File: config.mk
export PLATFORM = sky130hd
export DESIGN_NAME = ddr3_cmd_timing
export DESIGN_NICKNAME = d
export VERILOG_FILES = /design/src/core/ddr3_timing_pkg.sv /design/src/core/ddr3_cmd_timing.sv
export SDC_FILE = /design/constraint.sdc
export NUM_CORES = 1
export LEC_CHECK = 0
export BUFFER_PORTS_ARGS = -buffer_cell sky130_fd_sc_hd__buf_4
export CORE_MARGIN = 8
export CORE_UTILIZATION = 62
export DETAILED_ROUTE_END_ITERATION = 10
export GPL_ROUTABILITY_DRIVEN = 1
export PLACE_DENSITY = 0.77
export SLEW_MARGIN = 20
export SYNTH_ARGS = -nofsm -noshare
export SYNTH_HDL_FRONTEND = slang
export SYNTH_SLANG_ARGS = --single-unit
File: constraint.sdc
create_clock -name CORE_CLK_I -period 6.5 [get_ports CORE_CLK_I]
set_clock_uncertainty 0.05 [all_clocks]
set_input_delay 0.65 -clock CORE_CLK_I [delete_from_list [all_inputs] [get_ports CORE_CLK_I]]
set_output_delay 0.65 -clock CORE_CLK_I [all_outputs]
set_load 0.1 [all_outputs]
File: src/core/ddr3_timing_pkg.sv
// Constants shared by the DDR3 command timing tracker
package ddr3_timing_pkg;
	// Register byte offsets
	localparam logic [7:0] LATENCY_OFS = 8'h00;
	localparam logic [7:0] MODE_OFS = 8'h04;
	localparam logic [7:0] TIMING_OFS = 8'h08;
	localparam logic [7:0] STATUS_OFS = 8'h0C;
	localparam logic [7:0] EDGES_OFS = 8'h10;
	// Reset values
	localparam logic [31:0] LATENCY_RST = 32'h0006_0006;
	localparam logic [31:0] MODE_RST = 32'h0000_0000;
	localparam logic [31:0] TIMING_RST = 32'h0006_060F;
	// Field positions
	localparam int RL_LSB = 0;
	localparam int AL_LSB = 8;
	localparam int WL_LSB = 16;
	localparam int LAT_W = 5;
	localparam int BURST_LSB = 0;
	localparam int DLL_DISABLED_MODE_BIT = 2;
	localparam int RAS_LSB = 0;
	localparam int RP_LSB = 8;
	localparam int WR_LSB = 16;
	localparam int VIOL_BIT = 0;
	localparam int OPEN_LSB = 8;
	localparam int PEND_LSB = 16;
	// Burst modes in the mode register
	localparam logic [1:0] BURST_FIXED_8 = 2'h0;
	localparam logic [1:0] BURST_OTF = 2'h1;
	localparam logic [1:0] BURST_FIXED_CHOP = 2'h2;
	// Write recovery start offsets after write latency, and the write recovery minimum with the DLL off
	localparam logic [7:0] WR_START_LONG = 8'h04;
	localparam logic [7:0] WR_START_CHOP = 8'h02;
	localparam logic [7:0] DLL_OFF_WR_MIN = 8'h04;
	// Internal command codes, decoded from the pins {cs_n, ras_n, cas_n, we_n}
	typedef enum logic [2:0] {
		CMD_NOP = 3'h0,
		CMD_ACT = 3'h1,
		CMD_READ = 3'h2,
		CMD_WRITE = 3'h3,
		CMD_PRE = 3'h4,
		CMD_REF = 3'h5
	} cmd_t;
	typedef enum logic [1:0] {
		WR_IDLE = 2'h0,
		WR_LEAD = 2'h1,
		WR_REC = 2'h2
	} wr_state_t;
	localparam logic [1:0] RESP_OKAY = 2'h0;
	localparam logic [1:0] RESP_SLVERR = 2'h2;
endpackage

File: src/core/ddr3_cmd_timing.sv
// DDR3 device-side command timing tracker with an AXI4-Lite register slave
//Contract
// - Cycle delays count real rising edges of the input clock.
// - DLL off: read strobe window starts read plus additive latency minus one after READ.
// - Auto-precharge is held off until the bank's row active minimum has elapsed.
// - Write recovery starts 4 clocks after write latency, 2 for fixed chop.
// - Device accepts spacings of the time limit over average period, rounded up.
//
// Added by the designer: the address map and register access over AXI4-Lite.
module ddr3_cmd_timing #(
	parameter int BANKS = 8
) (
	// Clock and reset
	input wire logic CORE_CLK_I,
	input wire logic RST_N_I,
	// Memory pins
	input wire logic DDR_CK_I,
	input wire logic DDR_CKE_I,
	input wire logic DDR_RESET_N_I,
	input wire logic DDR_CS_N_I,
	input wire logic DDR_RAS_N_I,
	input wire logic DDR_CAS_N_I,
	input wire logic DDR_WE_N_I,
	input wire logic [2:0] DDR_BA_I,
	input wire logic DDR_A10_I,
	input wire logic DDR_A12_I,
	// Timing events
	output logic READ_WINDOW_O,
	output logic WR_RECOVERY_O,
	output logic AUTO_PRE_O,
	output logic [2:0] AUTO_PRE_BANK_O,
	// AXI4-Lite slave
	input wire logic [7:0] S_AXI_AWADDR_I,
	input wire logic S_AXI_AWVALID_I,
	output logic S_AXI_AWREADY_O,
	input wire logic [31:0] S_AXI_WDATA_I,
	input wire logic [3:0] S_AXI_WSTRB_I,
	input wire logic S_AXI_WVALID_I,
	output logic S_AXI_WREADY_O,
	output logic [1:0] S_AXI_BRESP_O,
	output logic S_AXI_BVALID_O,
	input wire logic S_AXI_BREADY_I,
	input wire logic [7:0] S_AXI_ARADDR_I,
	input wire logic S_AXI_ARVALID_I,
	output logic S_AXI_ARREADY_O,
	output logic [31:0] S_AXI_RDATA_O,
	output logic [1:0] S_AXI_RRESP_O,
	output logic S_AXI_RVALID_O,
	input wire logic S_AXI_RREADY_I
);
	initial begin
		if (BANKS != 8) $error("BANKS must be 8, bank address is three bits");
	end

	function automatic ddr3_timing_pkg::cmd_t cmd_decode(input logic [3:0] c);
		case (c)
			4'h3: cmd_decode = ddr3_timing_pkg::CMD_ACT;
			4'h5: cmd_decode = ddr3_timing_pkg::CMD_READ;
			4'h4: cmd_decode = ddr3_timing_pkg::CMD_WRITE;
			4'h2: cmd_decode = ddr3_timing_pkg::CMD_PRE;
			4'h1: cmd_decode = ddr3_timing_pkg::CMD_REF;
			default: cmd_decode = ddr3_timing_pkg::CMD_NOP;
		endcase
	endfunction

	function automatic logic addr_ok(input logic [7:0] a, input logic wr);
		addr_ok = (a == ddr3_timing_pkg::LATENCY_OFS) || (a == ddr3_timing_pkg::MODE_OFS) ||
			(a == ddr3_timing_pkg::TIMING_OFS) || (a == ddr3_timing_pkg::STATUS_OFS) ||
			(!wr && a == ddr3_timing_pkg::EDGES_OFS);
	endfunction

	function automatic logic [31:0] merge(input logic [31:0] o, input logic [31:0] d,
		input logic [3:0] s);
		for (int i = 0; i < 4; i++) begin
			merge[8*i +: 8] = s[i] ? d[8*i +: 8] : o[8*i +: 8];
		end
	endfunction

	// Pin synchronisers; only the clock pin gets a third stage for edge finding
	logic [11:0] pin_raw;
	logic [11:0] pin_m_r;
	logic [11:0] pin_s_r;
	logic ck_d_r;
	assign pin_raw = {DDR_CK_I, DDR_CKE_I, DDR_RESET_N_I, DDR_CS_N_I, DDR_RAS_N_I,
		DDR_CAS_N_I, DDR_WE_N_I, DDR_BA_I, DDR_A10_I, DDR_A12_I};
	always_ff @(posedge CORE_CLK_I or negedge RST_N_I) begin
		if (!RST_N_I) begin
			pin_m_r <= 12'h000;
			pin_s_r <= 12'h000;
			ck_d_r <= 1'b0;
		end else begin
			pin_m_r <= pin_raw;
			pin_s_r <= pin_m_r;
			ck_d_r <= pin_s_r[11];
		end
	end
	logic ck_edge;
	logic [2:0] ba;
	assign ck_edge = pin_s_r[11] && !ck_d_r;
	assign ba = pin_s_r[4:2];

	// Software registers
	logic [31:0] lat_r, lat_nxt, mode_r, mode_nxt, tim_r, tim_nxt;
	localparam int LAT_W_C = ddr3_timing_pkg::LAT_W;
	logic sw_clr;
	logic [LAT_W_C-1:0] rl, al, wl;
	assign rl = lat_r[ddr3_timing_pkg::RL_LSB +: LAT_W_C];
	assign al = lat_r[ddr3_timing_pkg::AL_LSB +: LAT_W_C];
	assign wl = lat_r[ddr3_timing_pkg::WL_LSB +: LAT_W_C];
	logic [7:0] row_active_min_time, trp, write_recovery_time, twr_eff;
	assign row_active_min_time = tim_r[ddr3_timing_pkg::RAS_LSB +: 8];
	assign trp = tim_r[ddr3_timing_pkg::RP_LSB +: 8];
	assign write_recovery_time = tim_r[ddr3_timing_pkg::WR_LSB +: 8];
	assign twr_eff = (mode_r[ddr3_timing_pkg::DLL_DISABLED_MODE_BIT] && write_recovery_time < ddr3_timing_pkg::DLL_OFF_WR_MIN)
		? ddr3_timing_pkg::DLL_OFF_WR_MIN : write_recovery_time;

	// Timing tracker state
	logic [31:0] edges_r, edges_nxt, rd_tgt_r, rd_tgt_nxt, wr_tgt_r, wr_tgt_nxt;
	logic [5:0] rd_cnt_r, rd_cnt_nxt;
	logic [7:0] wr_cnt_r, wr_cnt_nxt;
	ddr3_timing_pkg::wr_state_t wr_st_r, wr_st_nxt;
	logic [BANKS-1:0] open_r, open_nxt, pend_r, pend_nxt, pwr_r, pwr_nxt;
	logic [7:0] ras_r [BANKS], ras_nxt [BANKS], rp_r [BANKS], rp_nxt [BANKS];
	logic viol_r, viol_nxt, rdw_nxt, wrr_nxt, ap_nxt;
	logic [2:0] ap_bank_nxt;

	always_comb begin
		logic [5:0] rd_lat;
		logic found;
		logic viol_set;
		rd_lat = ({1'b0, rl} + {1'b0, al} == 6'h00) ? 6'h00 : {1'b0, rl} + {1'b0, al} - 6'h01;
		found = 1'b0;
		viol_set = 1'b0;
		edges_nxt = edges_r;
		rd_tgt_nxt = rd_tgt_r;
		wr_tgt_nxt = wr_tgt_r;
		rd_cnt_nxt = rd_cnt_r;
		wr_cnt_nxt = wr_cnt_r;
		wr_st_nxt = wr_st_r;
		open_nxt = open_r;
		pend_nxt = pend_r;
		pwr_nxt = pwr_r;
		ras_nxt = ras_r;
		rp_nxt = rp_r;
		rdw_nxt = 1'b0;
		wrr_nxt = 1'b0;
		ap_nxt = 1'b0;
		ap_bank_nxt = AUTO_PRE_BANK_O;
		if (!pin_s_r[9]) begin
			// Memory reset pin low: forget every bank and burst in flight
			rd_cnt_nxt = 6'h00;
			wr_st_nxt = ddr3_timing_pkg::WR_IDLE;
			open_nxt = '0;
			pend_nxt = '0;
			pwr_nxt = '0;
		end else if (ck_edge) begin
			edges_nxt = edges_r + 32'h0000_0001;
			for (int b = 0; b < BANKS; b++) begin
				if (ras_r[b] != 8'hFF) ras_nxt[b] = ras_r[b] + 8'h01;
				if (rp_r[b] != 8'hFF) rp_nxt[b] = rp_r[b] + 8'h01;
			end
			if (rd_cnt_r != 6'h00) begin
				rd_cnt_nxt = rd_cnt_r - 6'h01;
				rdw_nxt = (rd_cnt_r == 6'h01);
			end
			case (wr_st_r)
				ddr3_timing_pkg::WR_LEAD: begin
					wr_cnt_nxt = wr_cnt_r - 8'h01;
					if (wr_cnt_r == 8'h01) begin
						wrr_nxt = 1'b1;
						wr_cnt_nxt = twr_eff;
						wr_st_nxt = ddr3_timing_pkg::WR_REC;
					end
				end
				ddr3_timing_pkg::WR_REC: begin
					wr_cnt_nxt = (wr_cnt_r == 8'h00) ? 8'h00 : wr_cnt_r - 8'h01;
					if (wr_cnt_r <= 8'h01) wr_st_nxt = ddr3_timing_pkg::WR_IDLE;
				end
				default: wr_st_nxt = ddr3_timing_pkg::WR_IDLE;
			endcase
			// Internal precharge waits for the bank's row active minimum
			for (int b = 0; b < BANKS; b++) begin
				if (!found && pend_r[b] && ras_nxt[b] >= row_active_min_time &&
					!(pwr_r[b] && wr_st_r != ddr3_timing_pkg::WR_IDLE)) begin
					found = 1'b1;
					pend_nxt[b] = 1'b0;
					open_nxt[b] = 1'b0;
					rp_nxt[b] = 8'h00;
					ap_nxt = 1'b1;
					ap_bank_nxt = 3'(b);
				end
			end
			if (pin_s_r[10]) begin
				case (cmd_decode(pin_s_r[8:5]))
					ddr3_timing_pkg::CMD_ACT: begin
						// Spacing is judged in counted edges, never in nanoseconds
						if (rp_nxt[ba] < trp) viol_set = 1'b1;
						open_nxt[ba] = 1'b1;
						ras_nxt[ba] = 8'h00;
					end
					ddr3_timing_pkg::CMD_READ: begin
						rd_tgt_nxt = edges_nxt + {26'h0, rd_lat};
						rd_cnt_nxt = rd_lat;
						if (rd_lat == 6'h00) rdw_nxt = 1'b1;
						if (pin_s_r[1]) begin
							pend_nxt[ba] = 1'b1;
							pwr_nxt[ba] = 1'b0;
						end
					end
					ddr3_timing_pkg::CMD_WRITE: begin
						wr_cnt_nxt = {3'h0, wl} +
							((mode_r[1:0] == ddr3_timing_pkg::BURST_FIXED_CHOP)
							? ddr3_timing_pkg::WR_START_CHOP
							: ddr3_timing_pkg::WR_START_LONG);
						wr_tgt_nxt = edges_nxt + {24'h0, wr_cnt_nxt};
						wr_st_nxt = ddr3_timing_pkg::WR_LEAD;
						if (pin_s_r[1]) begin
							pend_nxt[ba] = 1'b1;
							pwr_nxt[ba] = 1'b1;
						end
					end
					ddr3_timing_pkg::CMD_PRE: begin
						for (int b = 0; b < BANKS; b++) begin
							if (pin_s_r[1] || ba == 3'(b)) begin
								open_nxt[b] = 1'b0;
								rp_nxt[b] = 8'h00;
							end
						end
					end
					default: ;
				endcase
			end
		end
		// A new violation wins over a software clear in the same cycle
		viol_nxt = viol_set | (viol_r & ~sw_clr);
	end

	always_ff @(posedge CORE_CLK_I or negedge RST_N_I) begin
		if (!RST_N_I) begin
			edges_r <= 32'h0000_0000;
			rd_tgt_r <= 32'h0000_0000;
			wr_tgt_r <= 32'h0000_0000;
			rd_cnt_r <= 6'h00;
			wr_cnt_r <= 8'h00;
			wr_st_r <= ddr3_timing_pkg::WR_IDLE;
			open_r <= '0;
			pend_r <= '0;
			pwr_r <= '0;
			for (int b = 0; b < BANKS; b++) begin
				ras_r[b] <= 8'hFF;
				rp_r[b] <= 8'hFF;
			end
			viol_r <= 1'b0;
			READ_WINDOW_O <= 1'b0;
			WR_RECOVERY_O <= 1'b0;
			AUTO_PRE_O <= 1'b0;
			AUTO_PRE_BANK_O <= 3'h0;
		end else begin
			edges_r <= edges_nxt;
			rd_tgt_r <= rd_tgt_nxt;
			wr_tgt_r <= wr_tgt_nxt;
			rd_cnt_r <= rd_cnt_nxt;
			wr_cnt_r <= wr_cnt_nxt;
			wr_st_r <= wr_st_nxt;
			open_r <= open_nxt;
			pend_r <= pend_nxt;
			pwr_r <= pwr_nxt;
			ras_r <= ras_nxt;
			rp_r <= rp_nxt;
			viol_r <= viol_nxt;
			READ_WINDOW_O <= rdw_nxt;
			WR_RECOVERY_O <= wrr_nxt;
			AUTO_PRE_O <= ap_nxt;
			AUTO_PRE_BANK_O <= ap_bank_nxt;
		end
	end

	// AXI4-Lite slave: address and data are held separately, so either may come first
	logic aw_full_r, aw_full_nxt, w_full_r, w_full_nxt;
	logic [7:0] aw_addr_r, aw_addr_nxt;
	logic [31:0] w_data_r, w_data_nxt;
	logic [3:0] w_strb_r, w_strb_nxt;
	logic awr_nxt, wr_nxt, bv_nxt, arr_nxt, rv_nxt;
	logic [1:0] br_nxt, rr_nxt;
	logic [31:0] rd_nxt;

	always_comb begin
		aw_full_nxt = aw_full_r;
		w_full_nxt = w_full_r;
		aw_addr_nxt = aw_addr_r;
		w_data_nxt = w_data_r;
		w_strb_nxt = w_strb_r;
		lat_nxt = lat_r;
		mode_nxt = mode_r;
		tim_nxt = tim_r;
		bv_nxt = S_AXI_BVALID_O && !S_AXI_BREADY_I;
		br_nxt = S_AXI_BRESP_O;
		rv_nxt = S_AXI_RVALID_O && !S_AXI_RREADY_I;
		rr_nxt = S_AXI_RRESP_O;
		rd_nxt = S_AXI_RDATA_O;
		sw_clr = 1'b0;
		if (S_AXI_AWVALID_I && S_AXI_AWREADY_O) begin
			aw_full_nxt = 1'b1;
			aw_addr_nxt = S_AXI_AWADDR_I;
		end
		if (S_AXI_WVALID_I && S_AXI_WREADY_O) begin
			w_full_nxt = 1'b1;
			w_data_nxt = S_AXI_WDATA_I;
			w_strb_nxt = S_AXI_WSTRB_I;
		end
		if (aw_full_r && w_full_r && !S_AXI_BVALID_O) begin
			aw_full_nxt = 1'b0;
			w_full_nxt = 1'b0;
			bv_nxt = 1'b1;
			br_nxt = addr_ok(aw_addr_r, 1'b1) ? ddr3_timing_pkg::RESP_OKAY
				: ddr3_timing_pkg::RESP_SLVERR;
			case (aw_addr_r)
				ddr3_timing_pkg::LATENCY_OFS: lat_nxt = merge(lat_r, w_data_r, w_strb_r);
				ddr3_timing_pkg::MODE_OFS: mode_nxt = merge(mode_r, w_data_r, w_strb_r);
				ddr3_timing_pkg::TIMING_OFS: tim_nxt = merge(tim_r, w_data_r, w_strb_r);
				ddr3_timing_pkg::STATUS_OFS:
					sw_clr = w_strb_r[0] && w_data_r[ddr3_timing_pkg::VIOL_BIT];
				default: ;
			endcase
		end
		if (S_AXI_ARVALID_I && S_AXI_ARREADY_O) begin
			rv_nxt = 1'b1;
			rr_nxt = addr_ok(S_AXI_ARADDR_I, 1'b0) ? ddr3_timing_pkg::RESP_OKAY
				: ddr3_timing_pkg::RESP_SLVERR;
			case (S_AXI_ARADDR_I)
				ddr3_timing_pkg::LATENCY_OFS: rd_nxt = lat_r;
				ddr3_timing_pkg::MODE_OFS: rd_nxt = mode_r;
				ddr3_timing_pkg::TIMING_OFS: rd_nxt = tim_r;
				ddr3_timing_pkg::STATUS_OFS: rd_nxt = {8'h00, pend_r, open_r, 7'h00, viol_r};
				ddr3_timing_pkg::EDGES_OFS: rd_nxt = edges_r;
				default: rd_nxt = 32'h0000_0000;
			endcase
		end
		awr_nxt = !aw_full_nxt;
		wr_nxt = !w_full_nxt;
		arr_nxt = !rv_nxt;
	end

	always_ff @(posedge CORE_CLK_I or negedge RST_N_I) begin
		if (!RST_N_I) begin
			aw_full_r <= 1'b0;
			w_full_r <= 1'b0;
			aw_addr_r <= 8'h00;
			w_data_r <= 32'h0000_0000;
			w_strb_r <= 4'h0;
			lat_r <= ddr3_timing_pkg::LATENCY_RST;
			mode_r <= ddr3_timing_pkg::MODE_RST;
			tim_r <= ddr3_timing_pkg::TIMING_RST;
			S_AXI_AWREADY_O <= 1'b0;
			S_AXI_WREADY_O <= 1'b0;
			S_AXI_BVALID_O <= 1'b0;
			S_AXI_BRESP_O <= 2'h0;
			S_AXI_ARREADY_O <= 1'b0;
			S_AXI_RVALID_O <= 1'b0;
			S_AXI_RRESP_O <= 2'h0;
			S_AXI_RDATA_O <= 32'h0000_0000;
		end else begin
			aw_full_r <= aw_full_nxt;
			w_full_r <= w_full_nxt;
			aw_addr_r <= aw_addr_nxt;
			w_data_r <= w_data_nxt;
			w_strb_r <= w_strb_nxt;
			lat_r <= lat_nxt;
			mode_r <= mode_nxt;
			tim_r <= tim_nxt;
			S_AXI_AWREADY_O <= awr_nxt;
			S_AXI_WREADY_O <= wr_nxt;
			S_AXI_BVALID_O <= bv_nxt;
			S_AXI_BRESP_O <= br_nxt;
			S_AXI_ARREADY_O <= arr_nxt;
			S_AXI_RVALID_O <= rv_nxt;
			S_AXI_RRESP_O <= rr_nxt;
			S_AXI_RDATA_O <= rd_nxt;
		end
	end

	edge_count_a: assert property (@(posedge CORE_CLK_I) disable iff (!RST_N_I)
		(ck_edge && pin_s_r[9]) |=> edges_r == $past(edges_r) + 32'h0000_0001)
		else $error("clock edge not counted");
	read_window_a: assert property (@(posedge CORE_CLK_I) disable iff (!RST_N_I)
		READ_WINDOW_O |-> edges_r == rd_tgt_r)
		else $error("read window at wrong edge");
	wr_start_a: assert property (@(posedge CORE_CLK_I) disable iff (!RST_N_I)
		WR_RECOVERY_O |-> edges_r == wr_tgt_r && wr_st_r == ddr3_timing_pkg::WR_REC)
		else $error("write recovery start at wrong edge");
	auto_pre_a: assert property (@(posedge CORE_CLK_I) disable iff (!RST_N_I)
		AUTO_PRE_O |-> ras_r[AUTO_PRE_BANK_O] >= row_active_min_time && !open_r[AUTO_PRE_BANK_O])
		else $error("auto precharge before row active minimum");
	spacing_ok_a: assert property (@(posedge CORE_CLK_I) disable iff (!RST_N_I)
		(!viol_r && ck_edge && pin_s_r[9] && pin_s_r[10] && pin_s_r[8:5] == 4'h3 &&
		rp_nxt[ba] >= trp) |=> !viol_r)
		else $error("legal spacing flagged");
endmodule

==> results.md, run 1 <==
* Core Region at 36300 um^2
* DRC violations left at 0
* Register area share after synthesis at between 40% and 50%
* Number of antenna violations at the first check in global routing at 0
* Worst setup slack after placement at 0.303 ns
* Run status: finished clean
* Most common cell after layout, fill and taps aside: sky130_fd_sc_hd__dfrtp_1
* Number of fill cells at approximately 2700
* Cell Rows at 70
* Layout area overhead at 12.4%
* # H-tree levels at 2
* Placed cell area at between 20000 and 25000 um^2
* Count of unique library cells instantiated by Yosys at 86
* Routability congestion estimate at about 1
* Setup TNS after final layout at 0 ns
* Maximum clock rate at 0.162 GHz
* Fraction of final layout cells sized beyond drive strength 1 at ~22%
* Number of buffers inserted during clock tree synthesis at 43
* Largest fanout of any net on the critical path at 9
* Cell Count, Final, Fillers Out at roughly 2900
* Post-route worst hold slack at between 0.1 and 0.15 ns
* Critical Path Sink Type: register
* R2R Path Start: ras_r[56]
* Number of nets in the layout at about 2500
* Count of synthesis-stage warnings from yosys at 0
* Final HPWL from detailed placement at 42.6 mm
* Initial Util at between 60% and 70%
* Data arrival time of the worst path at 6.60 ns
* Worst path required time at about 6.9 ns
* Cell area power density at 316 nW/um^2
* CTS tree: yes
* Number of global-route vias before repair at roughly 18000
* Clk sink count at around 400
* Maximum number of pins on one net before global-route repair at 128
* Rel. slew slack at roughly 29%
* Number of buffers added on ports at 114
* Classification of the worst setup path: reg -> reg
* Crit path time final at just over 6 ns
* Cell Count Post-Placement at ~2800
* # setup viols final at 0
* Fraction of synthesized cell area taken by the top area cell type at between 30 and 40%
* First DRT Iteration DRCs at about 1900
* Max-slew violation count at 0
* Mapped Avg Cell Area at between 10 and 15 um^2
* Worst VDD drop at ~0.3 mV
* Cell at the root of the clock tree: sky130_fd_sc_hd__clkbuf_16
* Hold_buf cts at 0
* Post-route core utilization at between 70% and 80%
* Die extent in x at 207 um
* Number of instances in the synthesized netlist at approximately 2300
* Remaining number of nets flagged by the antenna check after routing at 0
* Reported leakage power at 10.9 nW
* RSZ-0062 raised after global routing: false
* Cell area after layout at between 20000 and 30000 um^2
* Number of enable-type register cells in the synthesized netlist at 0
* Drt via density at 6.49
* PnR worst setup slack at approximately 0.32 ns
* Sum of routed wire length over all layers at about 61 mm
* Floorplan die height at between 200 and 250 um
* Ant. Diodes at 0
* Top_reg_cell synth: sky130_fd_sc_hd__dfrtp_1
* Overall fraction of global-route tracks in use at roughly 29%
* Die area at ~43000 um^2
* Most used cells in the layout excluding fill and tap cells: sky130_fd_sc_hd__dfrtp_1 (271), sky130_fd_sc_hd__nand2_1 (248), sky130_fd_sc_hd__o21ai_0 (174)
* Proportion of synthesized flip-flops having asynchronous set or reset at between 90% and 100%
* 1st-pass router iterations at 6
* Largest area contributor in the netlist: sky130_fd_sc_hd__dfrtp_1
* Buffer levels on the longest clock path at 3
* Global-route wire length before repair at ~98 mm
* Number of max-cap violations at 0
* Hold WC Path Type: in -> async
* Number of synthesized register bits at roughly 410
* Clock latency of the later-clocked register in the worst-skew pair at slightly below 0.6 ns
* Hold violation count in the final report at 0
* Synth Cell Area at between 20000 and 25000 um^2
* Tot Pwr at 8.04 mW
* Critical path launch point: ras_r[56]
* Share of the clock period used by the worst path after layout at 95.0%
* Top post-synthesis cells by area: sky130_fd_sc_hd__dfrtp_1 (30%), sky130_fd_sc_hd__dfstp_2 (16%), sky130_fd_sc_hd__mux2_2 (7.3%)
* Worst setup SP type: register
* I/O pins at about 120
* Worst-Margin Slew at between 1 and 1.5 ns
* Via Count at around 19000
* Remaining Overflow, GRT at 0
* Wire length per cell at roughly 21 um
* Clk pin slew, worst setup/hold paths at about 0.070 ns
Yosys cell counts (all sizes together) (4+ instances only):
| cell type | instances |
|---|---|
| a311oi | 4 |
| or4 | 4 |
| a22oi | 35 |
| nand2 | 249 |
| nand4 | 26 |
| and2 | 17 |
| dfstp | 140 |
| a32o | 12 |
| or3 | 7 |
| mux2 | 147 |
| o21ai | 186 |
| dfrtp | 271 |
| nor2b | 15 |
| nand2b | 20 |
| a22o | 90 |
| a21o | 15 |
| xnor2 | 75 |
| nand3b | 13 |
| a211oi | 14 |
| and4 | 6 |
| o31ai | 20 |
| xor2 | 33 |
| nor3b | 6 |
| o221ai | 4 |
| nor2 | 163 |
| clkbuf | 79 |
| a41oi | 5 |
| o211ai | 11 |
| o21a | 17 |
| nand3 | 91 |
| o2111ai | 9 |
| nor3 | 43 |
| a211o | 5 |
| a21oi | 107 |
| a222oi | 18 |
| and3 | 20 |
| inv | 65 |
| buf | 12 |
| ha | 105 |
| a31oi | 12 |
| mux2i | 18 |
| nor4 | 8 |
| or2 | 5 |
timing repair:
action	4_1_cts	5_1_grt
resized for setup	0	3
buffers inserted	0	0
setup endpoints to repair	0	1
routing by layer:
metal,global-route usage [%],vias to the layer above,wire [um]
met5,0,-,0
met3,5.37,149,4330
met1,39.3,9189,25900
li1,-,8451,-
met4,10.9,0,2150
met2,45.5,716,28800
cell type report:
class / count / area [um^2] / share of cell area, %
Tap cell: 468 / 586 / 2.31
Inverter: 66 / 248 / 0.975
Multi-Input combinational cell: 1688 / 11600 / 45.6
Clock inverter: 14 / 195 / 0.768
Clock buffer: 65 / 1280 / 5.03
Sequential cell: 411 / 10500 / 41.2
Timing Repair Buffer: 138 / 1060 / 4.16
state kept, by name, indices dropped and copies added (netlist names), 11 cells and up:
register and flops:
mode_r 32, pin_s_r 11, rp_r 64, edges_r 32
tim_r 32, pin_m_r 11, lat_r 32, w_data_r 32
ras_r 64, S_AXI_RDATA_O 32
cell families after synthesis:
family / Yosys count / synth area share [%]
buffers and inverters: 157 / 2.66
muxes: 165 / 8.12
other: 1 / 0.0166
DFF: 411 / 46.3
and+or+nand+nor: 701 / 14.6
adders and majority gates: 107 / 5.99
xor gates and xnor gates: 108 / 4.19
AOI/OAI and AO/OA: 605 / 18.1
where the power goes:
| group | internal, mW | switching, mW | total [mW] | leakage (nW) |
|---|---|---|---|---|
| logic | 0.851 | 1.08 | 1.93 | 5.16 |
| clock network | 1.52 | 1.05 | 2.58 | 0.726 |
| registers | 3.08 | 0.458 | 3.53 | 5.04 |
| total | 5.45 | 2.59 | 8.04 | 10.9 |
final timing paths:
path	end	slack, ns	cells after the start
worst max-delay path	viol_r	0.32	22
worst min-delay path	pwr_r[0]	0.12	1
worst max register to register	viol_r	0.32	22
worst min register to register	pin_s_r[5]	0.29	0
max in group asynchronous	open_r[2]	4.87	2
min in group CORE_CLK_I	pin_m_r[9]	0.13	1
worst max-delay path, stage by stage (launching register included):
cell and delay, ns:
sky130_fd_sc_hd__dfstp_2 0.57, sky130_fd_sc_hd__ha_1 0.22, sky130_fd_sc_hd__nand2_1 0.09, sky130_fd_sc_hd__nor2_1 0.22, sky130_fd_sc_hd__nand3_1 0.25, sky130_fd_sc_hd__xnor2_1 0.22, sky130_fd_sc_hd__ha_1 0.25, sky130_fd_sc_hd__nand2b_1 0.14
sky130_fd_sc_hd__a2111o_1 0.42, sky130_fd_sc_hd__a21oi_2 0.27, sky130_fd_sc_hd__o22ai_2 0.22, sky130_fd_sc_hd__and3b_1 0.34, sky130_fd_sc_hd__nand2_1 0.22, sky130_fd_sc_hd__a311oi_1 0.44, sky130_fd_sc_hd__o32ai_1 0.17, sky130_fd_sc_hd__ha_1 0.32
sky130_fd_sc_hd__and4_1 0.22, sky130_fd_sc_hd__a21oi_1 0.14, sky130_fd_sc_hd__nand4_1 0.13, sky130_fd_sc_hd__nor4b_1 0.32, sky130_fd_sc_hd__o221ai_1 0.18, sky130_fd_sc_hd__or4_1 0.45, sky130_fd_sc_hd__o41ai_2 0.20
Note: power is estimated with default switching activity, not from simulation.
==> inputs of run 2 (changes only) <==
--- a/config.mk
+++ b/config.mk
@@ -5,11 +5,12 @@
 export SDC_FILE = /design/constraint.sdc
 export NUM_CORES = 1
 export LEC_CHECK = 0
+export ABC_AREA = 1
 export BUFFER_PORTS_ARGS = -buffer_cell sky130_fd_sc_hd__buf_4
 export CORE_MARGIN = 8
 export CORE_UTILIZATION = 62
 export DETAILED_ROUTE_END_ITERATION = 10
-export GPL_ROUTABILITY_DRIVEN = 1
+export GPL_ROUTABILITY_DRIVEN = 0
 export PLACE_DENSITY = 0.77
 export SLEW_MARGIN = 20
 export SYNTH_ARGS = -nofsm -noshare
==> run 2 against run 1 <==
  * Non-clock buffer count shrank 8
  * Sequential share of layout area grew 0.45 points
  * Clock power grew 3%
  * Critical path type unchanged
  * Largest power group unchanged
==> results.md, run 2 <==
* Setup TNS after final layout at 0 ns (unchanged)
* Run status: finished clean
* Proportion of synthesized flip-flops having asynchronous set or reset at 100% (unchanged)
* Synth Cell Area at 22300 um^2 (-1.3%)
* Clock latency of the later-clocked register in the worst-skew pair at 0.59 ns (about the same)
* Via Count at 19600 (+5.9%)
* Worst stage delay on the critical path at 0.56 ns (about the same)
* Hold WC Path Type: in -> async
* Most frequent cells after synthesis: sky130_fd_sc_hd__nand2_1 (536), sky130_fd_sc_hd__inv_1 (409), sky130_fd_sc_hd__dfrtp_1 (271)
* Worst VDD drop at 0.409 mV (+37%)
* Clk sink count at 411 (unchanged)
* Maximum number of pins on one net before global-route repair at 166 (+30%)
* Worst-Margin Slew at 1.04 ns (-0.0255 ns)
* Wire length per cell at 18.4 um (-14%)
* Sum of routed wire length over all layers at 60.5 mm (-1.2%)
* R2R Path Start: ras_r[48]
* Final HPWL from detailed placement at 41.7 mm (-2.2%)
* # H-tree levels at 2 (unchanged)
* Placed cell area at 23600 um^2 (-1.4%)
* DRC violations left at 0 (unchanged)
* Post-route worst hold slack at 0.0307 ns (-0.0879 ns)
* Data arrival time of the worst path at 6.23 ns (-0.37 ns)
* Crit path time final at 5.81 ns (-0.370 ns)
* Reported leakage power at 11.3 nW (+3.8%)
* Remaining number of nets flagged by the antenna check after routing at 0 (unchanged)
* Setup Buffers After CTS at 0 (unchanged)
* Setup slack on the worst flop-to-flop path at 0.69 ns (+0.37 ns)
* Number of global-route vias before repair at 19700 (+8.0%)
* CTS tree: yes
* Max-slew violation count at 0 (unchanged)
* Most used cells in the layout excluding fill and tap cells: sky130_fd_sc_hd__nand2_1 (536), sky130_fd_sc_hd__inv_1 (409), sky130_fd_sc_hd__dfrtp_1 (271)
* Number of instances in the synthesized netlist at 2684 (+19%)
* Cell at the root of the clock tree: sky130_fd_sc_hd__clkbuf_16
* Largest fanout of any net on the critical path at 13 (+4)
* RSZ-0062 raised after global routing: false
* Most common cell after layout, fill and taps aside: sky130_fd_sc_hd__nand2_1
* Floorplan die height at 206 um (-0.60%)
* Number of buffers added on ports at 114 (unchanged)
* Number of fill cells at 2732 (+0.44%)
* Most common cell in the netlist: sky130_fd_sc_hd__nand2_1
* Hold violation count in the final report at 0 (unchanged)
* 1st-pass router iterations at 6 (unchanged)
* Largest area contributor in the netlist: sky130_fd_sc_hd__dfrtp_1
* Largest registers: ras_r (64), rp_r (64)
* Fraction of final layout cells sized beyond drive strength 1 at 13.6% (-8.4 points)
* FF-to-FF path depth at 32 (+45%)
* Ant. Diodes at 0 (unchanged)
* Hold_buf cts at 0 (unchanged)
* Number of max-cap violations at 0 (unchanged)
* Count of unique library cells instantiated by Yosys at 61 (-29%)
* Count of synthesis-stage warnings from yosys at 0 (unchanged)
* Mapped Avg Cell Area at 8.31 um^2 (-17%)
* Cell area after layout at 25100 um^2 (-1.1%)
* Maximum clock rate at 0.172 GHz (+6.4%)
* # setup viols final at 0 (unchanged)
* Initial Util at 62.9% (+0.54 points)
* Drt via density at 5.97 (-8.1%)
* Tot Pwr at 9.36 mW (+16%)
* Overall fraction of global-route tracks in use at 28.8% (-0.042 points)
* Share of the clock period used by the worst path after layout at 89.3% (-5.7 points)
* Fraction of synthesized cell area taken by the top area cell type at 30.4% (+0.40 points)
* Library cell appearing most often on the critical path: sky130_fd_sc_hd__nand2_1
* Critical Path Sink Type: register
* Worst path slowest cell: sky130_fd_sc_hd__dfstp_2
* Number of gates resized after cts at 0 (unchanged)
* Top post-synthesis cells by area: sky130_fd_sc_hd__dfrtp_1 (30%), sky130_fd_sc_hd__dfstp_2 (16%), sky130_fd_sc_hd__nand2_1 (9.0%)
* PnR worst setup slack at 0.692 ns (+0.370 ns)
* Classification of the worst setup path: reg -> reg
* Number of antenna violations at the first check in global routing at 0 (unchanged)
* Clk pin slew, worst setup/hold paths at 0.06 ns (about the same)
* I/O pins at 118 (unchanged)
* Buffer levels on the longest clock path at 3 (unchanged)
* Core Region at 35500 um^2 (-2.1%)
* Worst path required time at 6.92 ns (about the same)
* Die area at 42300 um^2 (-1.2%)
* Number of nets in the layout at 2963 (+17%)
* Layout area overhead at 12.7%
* Number of buffers inserted during clock tree synthesis at 46 (+7.0%)
* Worst setup SP type: register
* First DRT Iteration DRCs at 1715 (-10%)
* Remaining Overflow, GRT at 0 (unchanged)
* End of the worst register-to-register path: viol_r
* Cell area power density at 372 nW/um^2 (+18%)
* Global-route wire length before repair at 99.0 mm (+1.1%)
* Rel. slew slack at 30.3% (+1.2 points)
* Number of enable-type register cells in the synthesized netlist at 0 (unchanged)
* Register area share after synthesis at 46.9% (+0.61 points)
* Die extent in x at 206 um (-0.60%)
* Worst setup slack after placement at 0.832 ns (+0.530 ns)
* Cell Rows at 69 (-1.4%)
* Number of synthesized register bits at 411 (unchanged)
* Top_reg_cell synth: sky130_fd_sc_hd__dfrtp_1
[run 2: cell count changes after synthesis, moves of 84 or more]
| cell | before | now |
|---|---|---|
| sky130_fd_sc_hd__mux2_2 | 147 | 1 |
| sky130_fd_sc_hd__o22ai_1 | 2 | 123 |
| sky130_fd_sc_hd__inv_1 | 65 | 409 |
| sky130_fd_sc_hd__a22o_1 | 90 | 6 |
| sky130_fd_sc_hd__nand2_1 | 249 | 536 |
[run 2: worst max-delay path: cells and delay by family, from the launching register on]
kind | cells | cell delay (ns)
and+or+nand+nor | 17 | 2.35
AOI/OAI and AO/OA | 7 | 1.56
adders and majority gates | 3 | 0.76
DFF | 1 | 0.56
buffers and inverters | 5 | 0.41
[run 2: worst max-delay path by stage]
stage / from / to / slack (ns)
CTS: ras_r[48] / viol_r / 0.79
finish: ras_r[48] / viol_r / 0.69
floorplan: ras_r[48] / viol_r / 2.03
detailed placement: ras_r[48] / viol_r / 0.83
global placement: ras_r[48] / viol_r / 1.12
global route: ras_r[48] / viol_r / 0.25
[run 2: area by class of cell]
class / count / area (um^2) / share of cell area, %
inverters: 419 / 1570 / 6.26
repair buffers: 130 / 996 / 3.96
well taps: 461 / 577 / 2.30
multi-input cells: 1777 / 9980 / 39.7
flip-flops and latches: 411 / 10500 / 41.6
clock inverters: 18 / 198 / 0.787
clock buffers: 68 / 1350 / 5.35
[run 2: cells by family (layout without fill, tap and decap cells)]
| family | after synthesis | count (layout) | share of synthesized area, % |
|---|---|---|---|
| multiplexers | 1 | 1 | 0.0505 |
| AO/OA/AOI/OAI | 657 | 657 | 17.3 |
| buffers and inverters | 497 | 635 | 8.42 |
| adder cells (fa/ha/maj) | 107 | 107 | 6.07 |
| XOR/XNOR | 90 | 90 | 3.53 |
| AND/OR/NAND/NOR | 920 | 920 | 17.7 |
| flip-flops | 411 | 411 | 46.9 |
| other | 1 | 2 | 0.0168 |
[run 2: per-stage QoR]
| stage | util (%) | instances |
|---|---|---|
| floorplan | - | 2685 |
| global placement | 66.5 | 3198 |
| detailed placement | 66.5 | 3198 |
| CTS | 70.8 | 3284 |
| global route | 70.8 | 3284 |
| finish | 70.8 | 3284 |
[run 2: layer usage]
layer	global-route usage, %	share of wire [%]	vias to the layer above
met1	37.4	42	9451
li1	-	-	9195
met3	5.68	7.3	157
met2	46.5	47	787
met5	0	0	-
met4	12.3	3.7	0
[run 2: report_power, final]
group          internal [mW]  switching (mW)  leakage [nW]
clock network           1.56            1.09         0.750
registers               3.24           0.391          5.03
logic                   1.04            2.04          5.57
total                   5.84            3.52          11.3
